[src/core/dhpw_defs.svh]
`ifndef DHPW_DEFS_SVH
`define DHPW_DEFS_SVH

// Core clock
`define DHPW_CLK_PERIOD_NS 4
`define DHPW_CLK_HZ (1000000000 / `DHPW_CLK_PERIOD_NS)

// Duty scale: full on
`define DHPW_DUTY_FULL 32000

// Register byte offsets
`define DHPW_OFS_CTRL 12'h000
`define DHPW_OFS_STATUS 12'h004
`define DHPW_OFS_CH_BASE 12'h010
`define DHPW_OFS_CH_STRIDE 12'h010
`define DHPW_OFS_DUTY 12'h000
`define DHPW_OFS_FREQ 12'h004
`define DHPW_OFS_STOP_DUTY 12'h008
`define DHPW_OFS_STOP_FREQ 12'h00C

// Control fields
`define DHPW_CTRL_MODE0_LSB 0
`define DHPW_CTRL_MODE1_LSB 2
`define DHPW_CTRL_SOFT0_BIT 4
`define DHPW_CTRL_SOFT1_BIT 5
`define DHPW_CTRL_STOP_BIT 6
`define DHPW_CTRL_HOLD0_BIT 7
`define DHPW_CTRL_HOLD1_BIT 8
`define DHPW_CTRL_RELOAD_BIT 9
`define DHPW_CTRL_RESET 32'h0000_0000

// Status fields
`define DHPW_STAT_ARMED_LSB 0
`define DHPW_STAT_OUT_LSB 2

// Parameter register reset value
`define DHPW_PARAM_RESET 32'h0000_0000

`endif

[src/core/dhpw_pkg.sv]
package dhpw_pkg;

  typedef enum logic [1:0] {
    DHPW_MODE_NORMAL = 2'h0,
    DHPW_MODE_PWM = 2'h1,
    DHPW_MODE_MATCH = 2'h2,
    DHPW_MODE_STEPPER = 2'h3
  } dhpw_mode_t;

endpackage

[src/core/dhpw_top.sv]
// Overview of operation
// Two outputs, each with four modes; stepper mode is not built and drives the output low
// Normal mode drives the software bit
// PWM mode drives the channel generator
// Channels enabled and programmed independently
// Duty 0..32000 sets high fraction
// Duty 0 off, 32000 fully on
// Frequency register holds hertz directly
// Period equals one over frequency
// Parameters change live, no restart
// Output low until both nonzero
// Stop mode holds or uses stop values
// Zero stop parameter keeps output low
// Match mode follows counter comparison
// High from period start, then low
//
// Local design decisions: the address map and the APB slave port.
`include "dhpw_defs.svh"
`timescale 1ns/1ps
`default_nettype none

module dhpw_top (
  input wire logic core_clk_i,
  input wire logic sys_rst_i,
  input wire logic psel_i,
  input wire logic penable_i,
  input wire logic pwrite_i,
  input wire logic [11:0] paddr_i,
  input wire logic [31:0] pwdata_i,
  input wire logic [3:0] pstrb_i,
  input wire logic [1:0] counter_match_i,
  output logic [31:0] prdata_o,
  output logic pready_o,
  output logic pslverr_o,
  output logic fast_output_one_o,
  output logic fast_output_two_o
);

  logic [31:0] ctrl_q;
  logic [31:0] duty_q [2];
  logic [31:0] freq_q [2];
  logic [31:0] stop_duty_q [2];
  logic [31:0] stop_freq_q [2];
  logic [1:0] armed_q;
  logic [1:0] pwm_lvl;
  logic [1:0] out_q;
  logic access;
  logic wr_en;
  logic rd_en;
  logic reload;
  logic stop_mode;
  logic [1:0] hold_last;
  logic [1:0] soft_bit;

  // Offset within the window of channel ch, or all ones when outside it
  function automatic logic [11:0] chan_ofs(input logic [11:0] a, input int ch);
    logic [11:0] base;
    base = 12'(`DHPW_OFS_CH_BASE + ch * `DHPW_OFS_CH_STRIDE);
    if (a >= base && a < 12'(base + `DHPW_OFS_CH_STRIDE)) begin
      chan_ofs = 12'(a - base);
    end else begin
      chan_ofs = 12'hFFF;
    end
  endfunction

  // Mode field of one output
  function automatic logic [1:0] mode_of(input logic [31:0] c, input int ch);
    if (ch == 0) begin
      mode_of = c[`DHPW_CTRL_MODE0_LSB +: 2];
    end else begin
      mode_of = c[`DHPW_CTRL_MODE1_LSB +: 2];
    end
  endfunction

  function automatic logic addr_known(input logic [11:0] a);
    logic hit;
    hit = 1'b0;
    if (a == `DHPW_OFS_CTRL) begin
      hit = 1'b1;
    end else if (a == `DHPW_OFS_STATUS) begin
      hit = 1'b1;
    end else if (chan_ofs(a, 0) != 12'hFFF && a[1:0] == 2'h0) begin
      hit = 1'b1;
    end else if (chan_ofs(a, 1) != 12'hFFF && a[1:0] == 2'h0) begin
      hit = 1'b1;
    end
    addr_known = hit;
  endfunction

  // Byte-lane merge for partial writes
  function automatic logic [31:0] merge(input logic [31:0] old, input logic [31:0] nw,
                                        input logic [3:0] strb);
    logic [31:0] r;
    r = old;
    for (int b = 0; b < 4; b++) begin
      if (strb[b]) begin
        r[8*b +: 8] = nw[8*b +: 8];
      end
    end
    merge = r;
  endfunction

  // Write strobe for one word of a channel window
  function automatic logic param_hit(input logic we, input logic [11:0] a, input int ch,
                                     input logic [11:0] ofs);
    logic hit;
    hit = we && (chan_ofs(a, ch) == ofs);
    param_hit = hit;
  endfunction

  // Every access takes one wait state; the answer is registered
  assign access = psel_i && penable_i && !pready_o;
  assign wr_en = psel_i && penable_i && pready_o && pwrite_i && !pslverr_o;
  assign rd_en = access && !pwrite_i;

  // One-cycle pulse; a held access is answered again every second cycle
  always_ff @(posedge core_clk_i) begin
    if (sys_rst_i) begin
      pready_o <= 1'b0;
    end else begin
      pready_o <= access;
    end
  end

  // Unaligned or unmapped words are refused; status writes are dropped silently
  always_ff @(posedge core_clk_i) begin
    if (sys_rst_i) begin
      pslverr_o <= 1'b0;
    end else if (access) begin
      pslverr_o <= !addr_known(paddr_i);
    end else begin
      pslverr_o <= 1'b0;
    end
  end

  // Loaded by each read and zeroed by each write access; the last word is held while the bus idles
  always_ff @(posedge core_clk_i) begin
    if (sys_rst_i) begin
      prdata_o <= 32'h0;
    end else if (rd_en) begin
      if (paddr_i == `DHPW_OFS_CTRL) begin
        prdata_o <= ctrl_q;
      end else if (paddr_i == `DHPW_OFS_STATUS) begin
        prdata_o <= {28'h0, out_q, armed_q};
      end else if (chan_ofs(paddr_i, 0) == `DHPW_OFS_DUTY) begin
        prdata_o <= duty_q[0];
      end else if (chan_ofs(paddr_i, 0) == `DHPW_OFS_FREQ) begin
        prdata_o <= freq_q[0];
      end else if (chan_ofs(paddr_i, 0) == `DHPW_OFS_STOP_DUTY) begin
        prdata_o <= stop_duty_q[0];
      end else if (chan_ofs(paddr_i, 0) == `DHPW_OFS_STOP_FREQ) begin
        prdata_o <= stop_freq_q[0];
      end else if (chan_ofs(paddr_i, 1) == `DHPW_OFS_DUTY) begin
        prdata_o <= duty_q[1];
      end else if (chan_ofs(paddr_i, 1) == `DHPW_OFS_FREQ) begin
        prdata_o <= freq_q[1];
      end else if (chan_ofs(paddr_i, 1) == `DHPW_OFS_STOP_DUTY) begin
        prdata_o <= stop_duty_q[1];
      end else if (chan_ofs(paddr_i, 1) == `DHPW_OFS_STOP_FREQ) begin
        prdata_o <= stop_freq_q[1];
      end else begin
        prdata_o <= 32'h0;
      end
    end else if (access) begin
      prdata_o <= 32'h0;
    end
  end

  // Control register; the reload bit is a write-one strobe, never stored
  assign reload = wr_en && (paddr_i == `DHPW_OFS_CTRL) && pstrb_i[1] &&
                  pwdata_i[`DHPW_CTRL_RELOAD_BIT];

  always_ff @(posedge core_clk_i) begin
    if (sys_rst_i) begin
      ctrl_q <= `DHPW_CTRL_RESET;
    end else if (wr_en && paddr_i == `DHPW_OFS_CTRL) begin
      ctrl_q <= merge(ctrl_q, pwdata_i, pstrb_i) & 32'h0000_01FF;
    end
  end

  assign stop_mode = ctrl_q[`DHPW_CTRL_STOP_BIT];
  assign hold_last = {ctrl_q[`DHPW_CTRL_HOLD1_BIT], ctrl_q[`DHPW_CTRL_HOLD0_BIT]};
  assign soft_bit = {ctrl_q[`DHPW_CTRL_SOFT1_BIT], ctrl_q[`DHPW_CTRL_SOFT0_BIT]};

  // two independent outputs
  for (genvar i = 0; i < 2; i++) begin : g_ch
    logic [1:0] mode;
    logic [31:0] use_freq;
    logic [31:0] use_duty;
    logic run;
    logic hold;

    // Mode may change any cycle; entering PWM restarts from phase 0
    assign mode = mode_of(ctrl_q, i);

    // live parameter update
    always_ff @(posedge core_clk_i) begin
      if (sys_rst_i || reload) begin
        duty_q[i] <= `DHPW_PARAM_RESET;
      end else if (param_hit(wr_en, paddr_i, i, `DHPW_OFS_DUTY)) begin
        duty_q[i] <= merge(duty_q[i], pwdata_i, pstrb_i);
      end
    end

    // frequency in hertz
    always_ff @(posedge core_clk_i) begin
      if (sys_rst_i || reload) begin
        freq_q[i] <= `DHPW_PARAM_RESET;
      end else if (param_hit(wr_en, paddr_i, i, `DHPW_OFS_FREQ)) begin
        freq_q[i] <= merge(freq_q[i], pwdata_i, pstrb_i);
      end
    end

    // Stop values survive a reload; they are configuration, not program data
    always_ff @(posedge core_clk_i) begin
      if (sys_rst_i) begin
        stop_duty_q[i] <= `DHPW_PARAM_RESET;
      end else if (param_hit(wr_en, paddr_i, i, `DHPW_OFS_STOP_DUTY)) begin
        stop_duty_q[i] <= merge(stop_duty_q[i], pwdata_i, pstrb_i);
      end
    end

    always_ff @(posedge core_clk_i) begin
      if (sys_rst_i) begin
        stop_freq_q[i] <= `DHPW_PARAM_RESET;
      end else if (param_hit(wr_en, paddr_i, i, `DHPW_OFS_STOP_FREQ)) begin
        stop_freq_q[i] <= merge(stop_freq_q[i], pwdata_i, pstrb_i);
      end
    end

    // arm on nonzero pair
    // Reload outranks arming: in its own cycle the old
    // values are still nonzero and would re-arm the channel
    always_ff @(posedge core_clk_i) begin
      if (sys_rst_i || reload) begin
        armed_q[i] <= 1'b0;
      end else if (duty_q[i] != 32'h0 && freq_q[i] != 32'h0) begin
        armed_q[i] <= 1'b1;
      end
    end

    // Hold freezes phase and level, so leaving stop resumes mid-period
    // stop: hold or stop values
    always_comb begin
      if (stop_mode && !hold_last[i]) begin
        use_freq = stop_freq_q[i];
        use_duty = stop_duty_q[i];
      end else begin
        use_freq = freq_q[i];
        use_duty = duty_q[i];
      end
      hold = stop_mode && hold_last[i];
    end

    // Stop mode needs no arming: its own zero test stands in for it
    // per-channel enable
    // zero stop value low
    assign run = (mode == dhpw_pkg::DHPW_MODE_PWM) &&
                 (stop_mode ? (use_freq != 32'h0 && use_duty != 32'h0) : armed_q[i]);

    // duty scaled to 32000
    dhpw_chan u_chan (
      .core_clk_i(core_clk_i),
      .sys_rst_i(sys_rst_i),
      .freq_i(use_freq),
      .duty_i(use_duty),
      .run_i(run),
      .hold_i(hold),
      .pwm_o(pwm_lvl[i])
    );

    // Output mux; stepper is not built here and idles low
    always_ff @(posedge core_clk_i) begin
      if (sys_rst_i) begin
        out_q[i] <= 1'b0;
      end else begin
        case (mode)
          // software bit drives
          dhpw_pkg::DHPW_MODE_NORMAL: begin
            out_q[i] <= soft_bit[i];
          end
          // generator drives
          dhpw_pkg::DHPW_MODE_PWM: begin
            out_q[i] <= pwm_lvl[i];
          end
          // counter comparison drives
          dhpw_pkg::DHPW_MODE_MATCH: begin
            out_q[i] <= counter_match_i[i];
          end
          default: begin
            out_q[i] <= 1'b0;
          end
        endcase
      end
    end
  end

  // Pins come straight from out_q, so a mode change never glitches them
  assign fast_output_one_o = out_q[0];
  assign fast_output_two_o = out_q[1];

endmodule

`default_nettype wire

[src/core/dhpw_chan.sv]
`include "dhpw_defs.svh"
`timescale 1ns/1ps
`default_nettype none

module dhpw_chan (
  input wire logic core_clk_i,
  input wire logic sys_rst_i,
  input wire logic [31:0] freq_i,
  input wire logic [31:0] duty_i,
  input wire logic run_i,
  input wire logic hold_i,
  output logic pwm_o
);

  localparam logic [31:0] CLK_HZ = 32'(`DHPW_CLK_HZ);
  localparam logic [31:0] DUTY_FULL = 32'(`DHPW_DUTY_FULL);

  logic [31:0] step;
  logic [32:0] sum;
  logic [31:0] phase_q;
  logic [31:0] phase_d;
  logic [31:0] duty_c;
  logic [63:0] lhs;
  logic [63:0] rhs;
  logic level;

  // Phase accumulator: a wrap marks each period start, so the average
  // period is exactly 1/freq below the clock rate; single periods jitter by one clock.
  always_comb begin
    step = (freq_i >= CLK_HZ) ? (CLK_HZ - 32'h1) : freq_i;
    sum = {1'b0, phase_q} + {1'b0, step};
    phase_d = (sum >= {1'b0, CLK_HZ}) ? 32'(sum - {1'b0, CLK_HZ}) : sum[31:0];
    duty_c = (duty_i > DUTY_FULL) ? DUTY_FULL : duty_i;
    lhs = 64'(phase_q) * 64'(DUTY_FULL);
    rhs = 64'(duty_c) * 64'(CLK_HZ);
    // high then low
    level = (lhs < rhs);
  end

  // period from frequency
  always_ff @(posedge core_clk_i) begin
    if (sys_rst_i || !run_i) begin
      phase_q <= 32'h0;
    end else if (!hold_i) begin
      phase_q <= phase_d;
    end
  end

  // zero off, full on
  always_ff @(posedge core_clk_i) begin
    if (sys_rst_i || !run_i) begin
      pwm_o <= 1'b0;
    end else if (!hold_i) begin
      pwm_o <= (freq_i != 32'h0) && level;
    end
  end

endmodule

`default_nettype wire

[config.mk]
export PLATFORM = sky130hd
export DESIGN_NAME = dhpw_top
export DESIGN_NICKNAME = d
export VERILOG_FILES = /design/src/core/dhpw_pkg.sv /design/src/core/dhpw_top.sv /design/src/core/dhpw_chan.sv
export VERILOG_INCLUDE_DIRS = /design/src /design/src/core
export SDC_FILE = /design/constraint.sdc
export NUM_CORES = 2
export LEC_CHECK = 0
export BUFFER_PORTS_ARGS = -buffer_cell sky130_fd_sc_hd__buf_2
export CAP_MARGIN = 5
export CORE_ASPECT_RATIO = 1.5
export CORE_UTILIZATION = 41
export DETAILED_ROUTE_END_ITERATION = 7
export PLACE_DENSITY_LB_ADDON = 0.12
export SETUP_SLACK_MARGIN = 0.1
export SYNTH_ARGS = -nofsm -noshare
export SYNTH_HDL_FRONTEND = slang
export SYNTH_SLANG_ARGS = --single-unit
[constraint.sdc]
create_clock -name core_clk_i -period 10 [get_ports core_clk_i]
set_clock_uncertainty 0.2 [all_clocks]
set_input_delay 3 -clock core_clk_i [delete_from_list [all_inputs] [get_ports core_clk_i]]
set_output_delay 3 -clock core_clk_i [all_outputs]
set_load 0.03 [all_outputs]
==> summary.md <==
The tree is rooted in a clkbuf_16. The primary flip-flop cell chosen by synthesis mapping is edfxtp_1. Of all nets on the critical path, the largest fanout is 6. For this run, the post-layout net count is 9138.

The reported leakage power is 36.9 nW. The worst path arrival time came out at 10.25 ns. The run gives 52600 as the via count of the first global-routing pass.

The initial antenna violation count was 27. The register bit count reported by yosys was 369; the normalized max-slew margin was 26.6%. Once the floorplan was initialized, standard cells occupied 41.2% of the core.

The most common cell after layout, fill and taps aside is inv_1. The first global-routing pass estimated 308000 um of wire. The overflow left after global routing was 0. Summed over its instances, the top area cell type makes up 27.6% of the synthesized netlist area.

TritonCTS built the clock tree. The later pin in the worst-skew pair is clocked with a latency of 0.61 ns. After detailed placement, the total cell area comes to 68900 sq um. The total power density per cell area is 321 nW/um^2, and the largest stage delay on the critical path is 0.56 ns. The count of maximum capacitance violations came out at 0. By startpoint and endpoint, the worst setup path is classified as reg -> reg. After layout, the worst setup slack is 0.0370 ns. The logs give 6 for the number of detailed-routing iterations run before antenna repair and 91 for the I/O pin count. The critical path's most frequent cell is fa_1. The synthesized netlist contains 95 unique library cells. In this run the register-to-register setup slack is 0.04 ns.

Of the synthesized area, sequential elements account for 16.1%. The worst hold path terminates at prdata_o[9]$_SDFFE_PP0P_. The fraction of final layout cells sized beyond drive strength 1 came out at 12.1%. The die covers 152000 sq um.

The design area is 71800 sq um. For the vias after detailed routing, the log shows 49800. The synthesized design contains 256 enable-type register cells.

After clock tree synthesis, the clock-pin slew on the worst setup and hold paths is 0.06 ns. The fmax came out at 100 MHz. The type of element capturing the critical path is a flop.

The final max-slew violation count is 0. The worst-case IR drop observed on VDD is 0.815 mV. Compared with the post-synthesis result, the final layout area differs by 16.3%. Detailed placement ended at an HPWL of 173000 um. The total of buffers placed on input and output ports was 90. In this run the mean area of a mapped cell was 9.35 sq um. The clock tree synthesis step divided the H-tree into 2 levels.

Setup violations remaining at the end of the flow were counted as 0. The hold-fix buffer count after cts came out at 0. STA classifies the critical path startpoint as a flop.

Total power for the finished layout comes to 23.0 mW. Worst hold slack after final layout: 0.257 ns. The library cells used most frequently in the layout, excluding fill and tap cells, are inv_1 (1231), fa_1 (841), ha_1 (789). Reg-to-reg startpoint: duty_q[1][21]$_SDFFCE_PN0P_. The gate count of the mapped netlist was 6605; the cell area after technology mapping was 61800 sq um.

The min-delay analysis places its worst path in the category reg -> reg. Once detail routing completed, the nets flagged for antenna violations numbered 0. The count of cells along the worst hold path is 1. Global routing used 26.5% of the available tracks across all layers. The chip height is 477 um. Counting flops with an async set or reset pin after synthesis yields a share of 0%. Counting cells, the worst reg-to-reg path comes to 39.

For this run, the number of Yosys warnings is 0. The measured slew at the worst slew-check pin works out to 1.10 ns. Setup repair after global routing could not meet its margin everywhere.

The tools report the origin of the worst min-delay path as prdata_o[9]$_SDFFE_PP0P_. For the iteration-0 DRC count of the detailed router, the log shows 3020. The run gives 10.29 ns as the endpoint required time on the critical path. The routed via count divided by cell count was 5.31.

Among all stages on the critical path, the largest delay is contributed by fa_1. The tools report the number of placement rows as 174. The worst register-to-register path ends at g_ch[1].u_chan.pwm_o$_SDFFE_PP0N_. After detailed routing, the average wire length per cell comes to 21.3 um.

The total area inside the core boundary comes to 150000 sq um. Yosys attributes the largest share of cell area to fa_1 (28%), ha_1 (17%), edfxtp_1 (12%). In this run the horizontal extent of the chip is 319 um. After detailed routing, the number of remaining DRC violations is 0. After detailed routing, the total wire length is 200000 um. The total count of hold-check failures in the final report is 0.

Entering global routing, the biggest net connects 42 pins. The routability congestion estimate from global placement is 0.977. The run finished with clean final reports.

The logs give 3 for the deepest clock path buffer count and 369 for the TritonCTS sink count. The number of clock buffers added by TritonCTS is 45. The final clock period utilization by the worst path came out at 99.6%. For the finished layout, the period the worst path requires is 9.96 ns. Before CTS, the worst setup slack after placement is -1.08 ns. Of all cell types, the one taking the most synthesized area is fa_1.
cells in the mapped netlist (34+ instances only):
library cell	instances
nor2b_1	52
nor3_1	91
and2_1	280
xor2_1	77
o211ai_1	34
a21o_1	171
clkbuf_1	160
o21bai_1	39
mux2i_1	47
ha_1	827
nand3_1	123
inv_1	1245
or3_1	34
nor2_1	341
o21ai_0	189
a211oi_1	56
a221oi_1	41
nand4_1	56
nand2b_1	44
nor4_1	59
nand2_1	418
a31oi_1	55
a21oi_1	301
fa_1	850
xnor2_1	178
dfxtp_1	113
edfxtp_1	256
critical path, delay by kind of cell, from the launching register on:
kind	cells	cell delay (ns)
buffers and inverters	12	1.56
AO/OA/AOI/OAI	9	1.82
XOR/XNOR	1	0.18
flip-flops	1	0.44
AND/OR/NAND/NOR	8	1.50
adder cells (fa/ha/maj)	9	4.14
report_power, final:
group / switching, mW / internal [mW] / total (mW)
clock: 0.719 / 0.993 / 1.71
combinational: 10.9 / 8.70 / 19.6
sequential: 0.0378 / 1.66 / 1.70
registers in the layout, indices dropped and copies added, names as in the netlist, 2 cells and up:
name                 cells
ctrl_q                   9
g_ch.u_chan.pwm_o        2
stop_duty_q             64
prdata_o                32
freq_q                  64
armed_q                  2
stop_freq_q             64
duty_q                  64
g_ch.u_chan.phase_q     64
worst max-delay path by stage:
| stage | from | to | slack (ns) | cells after the start |
|---|---|---|---|---|
| floorplan | ctrl_q[6]$_SDFFE_PP0P_ | g_ch[0].u_chan.pwm_o$_SDFFE_PP0N_ | 0.13 | 43 |
| global placement | stop_duty_q[0][15]$_SDFFCE_PN0P_ | g_ch[0].u_chan.pwm_o$_SDFFE_PP0N_ | -1.63 | 41 |
| detailed placement | duty_q[1][21]$_SDFFCE_PN0P_ | g_ch[1].u_chan.pwm_o$_SDFFE_PP0N_ | -1.08 | 40 |
| CTS | duty_q[1][18]$_SDFFCE_PN0P_ | g_ch[1].u_chan.pwm_o$_SDFFE_PP0N_ | 0.08 | 40 |
| global route | duty_q[1][21]$_SDFFCE_PN0P_ | g_ch[1].u_chan.pwm_o$_SDFFE_PP0N_ | -0.50 | 42 |
| finish | duty_q[1][21]$_SDFFCE_PN0P_ | g_ch[1].u_chan.pwm_o$_SDFFE_PP0N_ | 0.04 | 39 |
routing by layer:
metal	up-vias	global-route usage [%]	part of all wire (%)	wire, um
met3	334	2.94	4.7	9400
met4	8	9.78	4.0	7980
met1	24800	32.5	41	81400
li1	23500	-	-	-
met2	1208	47.4	51	102000
met5	-	0	0.024	49
metrics by stage:
step / util [%] / setup TNS [ns] / cells
2_1_floorplan: - / 0 / 6925
3_3_place_gp: 46.0 / -2.70 / 9267
3_5_place_dp: 46.0 / -1.97 / 9269
4_1_cts: 47.7 / 0 / 9374
5_1_grt: 47.9 / -0.695 / 9390
6_report: 47.9 / 0 / 9391
logic make-up (layout without fill, tap and decap cells):
kind of cell | after synthesis | count (layout) | synth area share, %
compound gates | 1202 | 1202 | 13.2
xor+xnor | 255 | 255 | 3.62
fa+ha+maj | 1677 | 1677 | 44.3
buf+inv | 1420 | 1937 | 8.68
flops | 369 | 369 | 16.1
mux | 50 | 50 | 0.816
other cells | 2 | 335 | 0.0122
simple gates | 1630 | 1630 | 13.2
final cells by class:
class | instances | area [sq um]
Antenna cell | 13 | 32.5
Clock inverter | 32 | 380
Multi-Input combinational cell | 5136 | 48700
Timing Repair Buffer | 609 | 4470
Sequential cell | 369 | 9950
Fill cell | 14600 | 78000
Tap cell | 1936 | 2420
Clock buffer | 51 | 1150
Inverter | 1245 | 4680
timing repair:
item	4_1_cts	5_1_grt
pin swaps	104	14
endpoints found under the setup margin	2	2
gates cloned	2	0
gates resized for setup	138	62
buffers inserted	20	4
No activity file was read; power rests on OpenSTA's default activity.
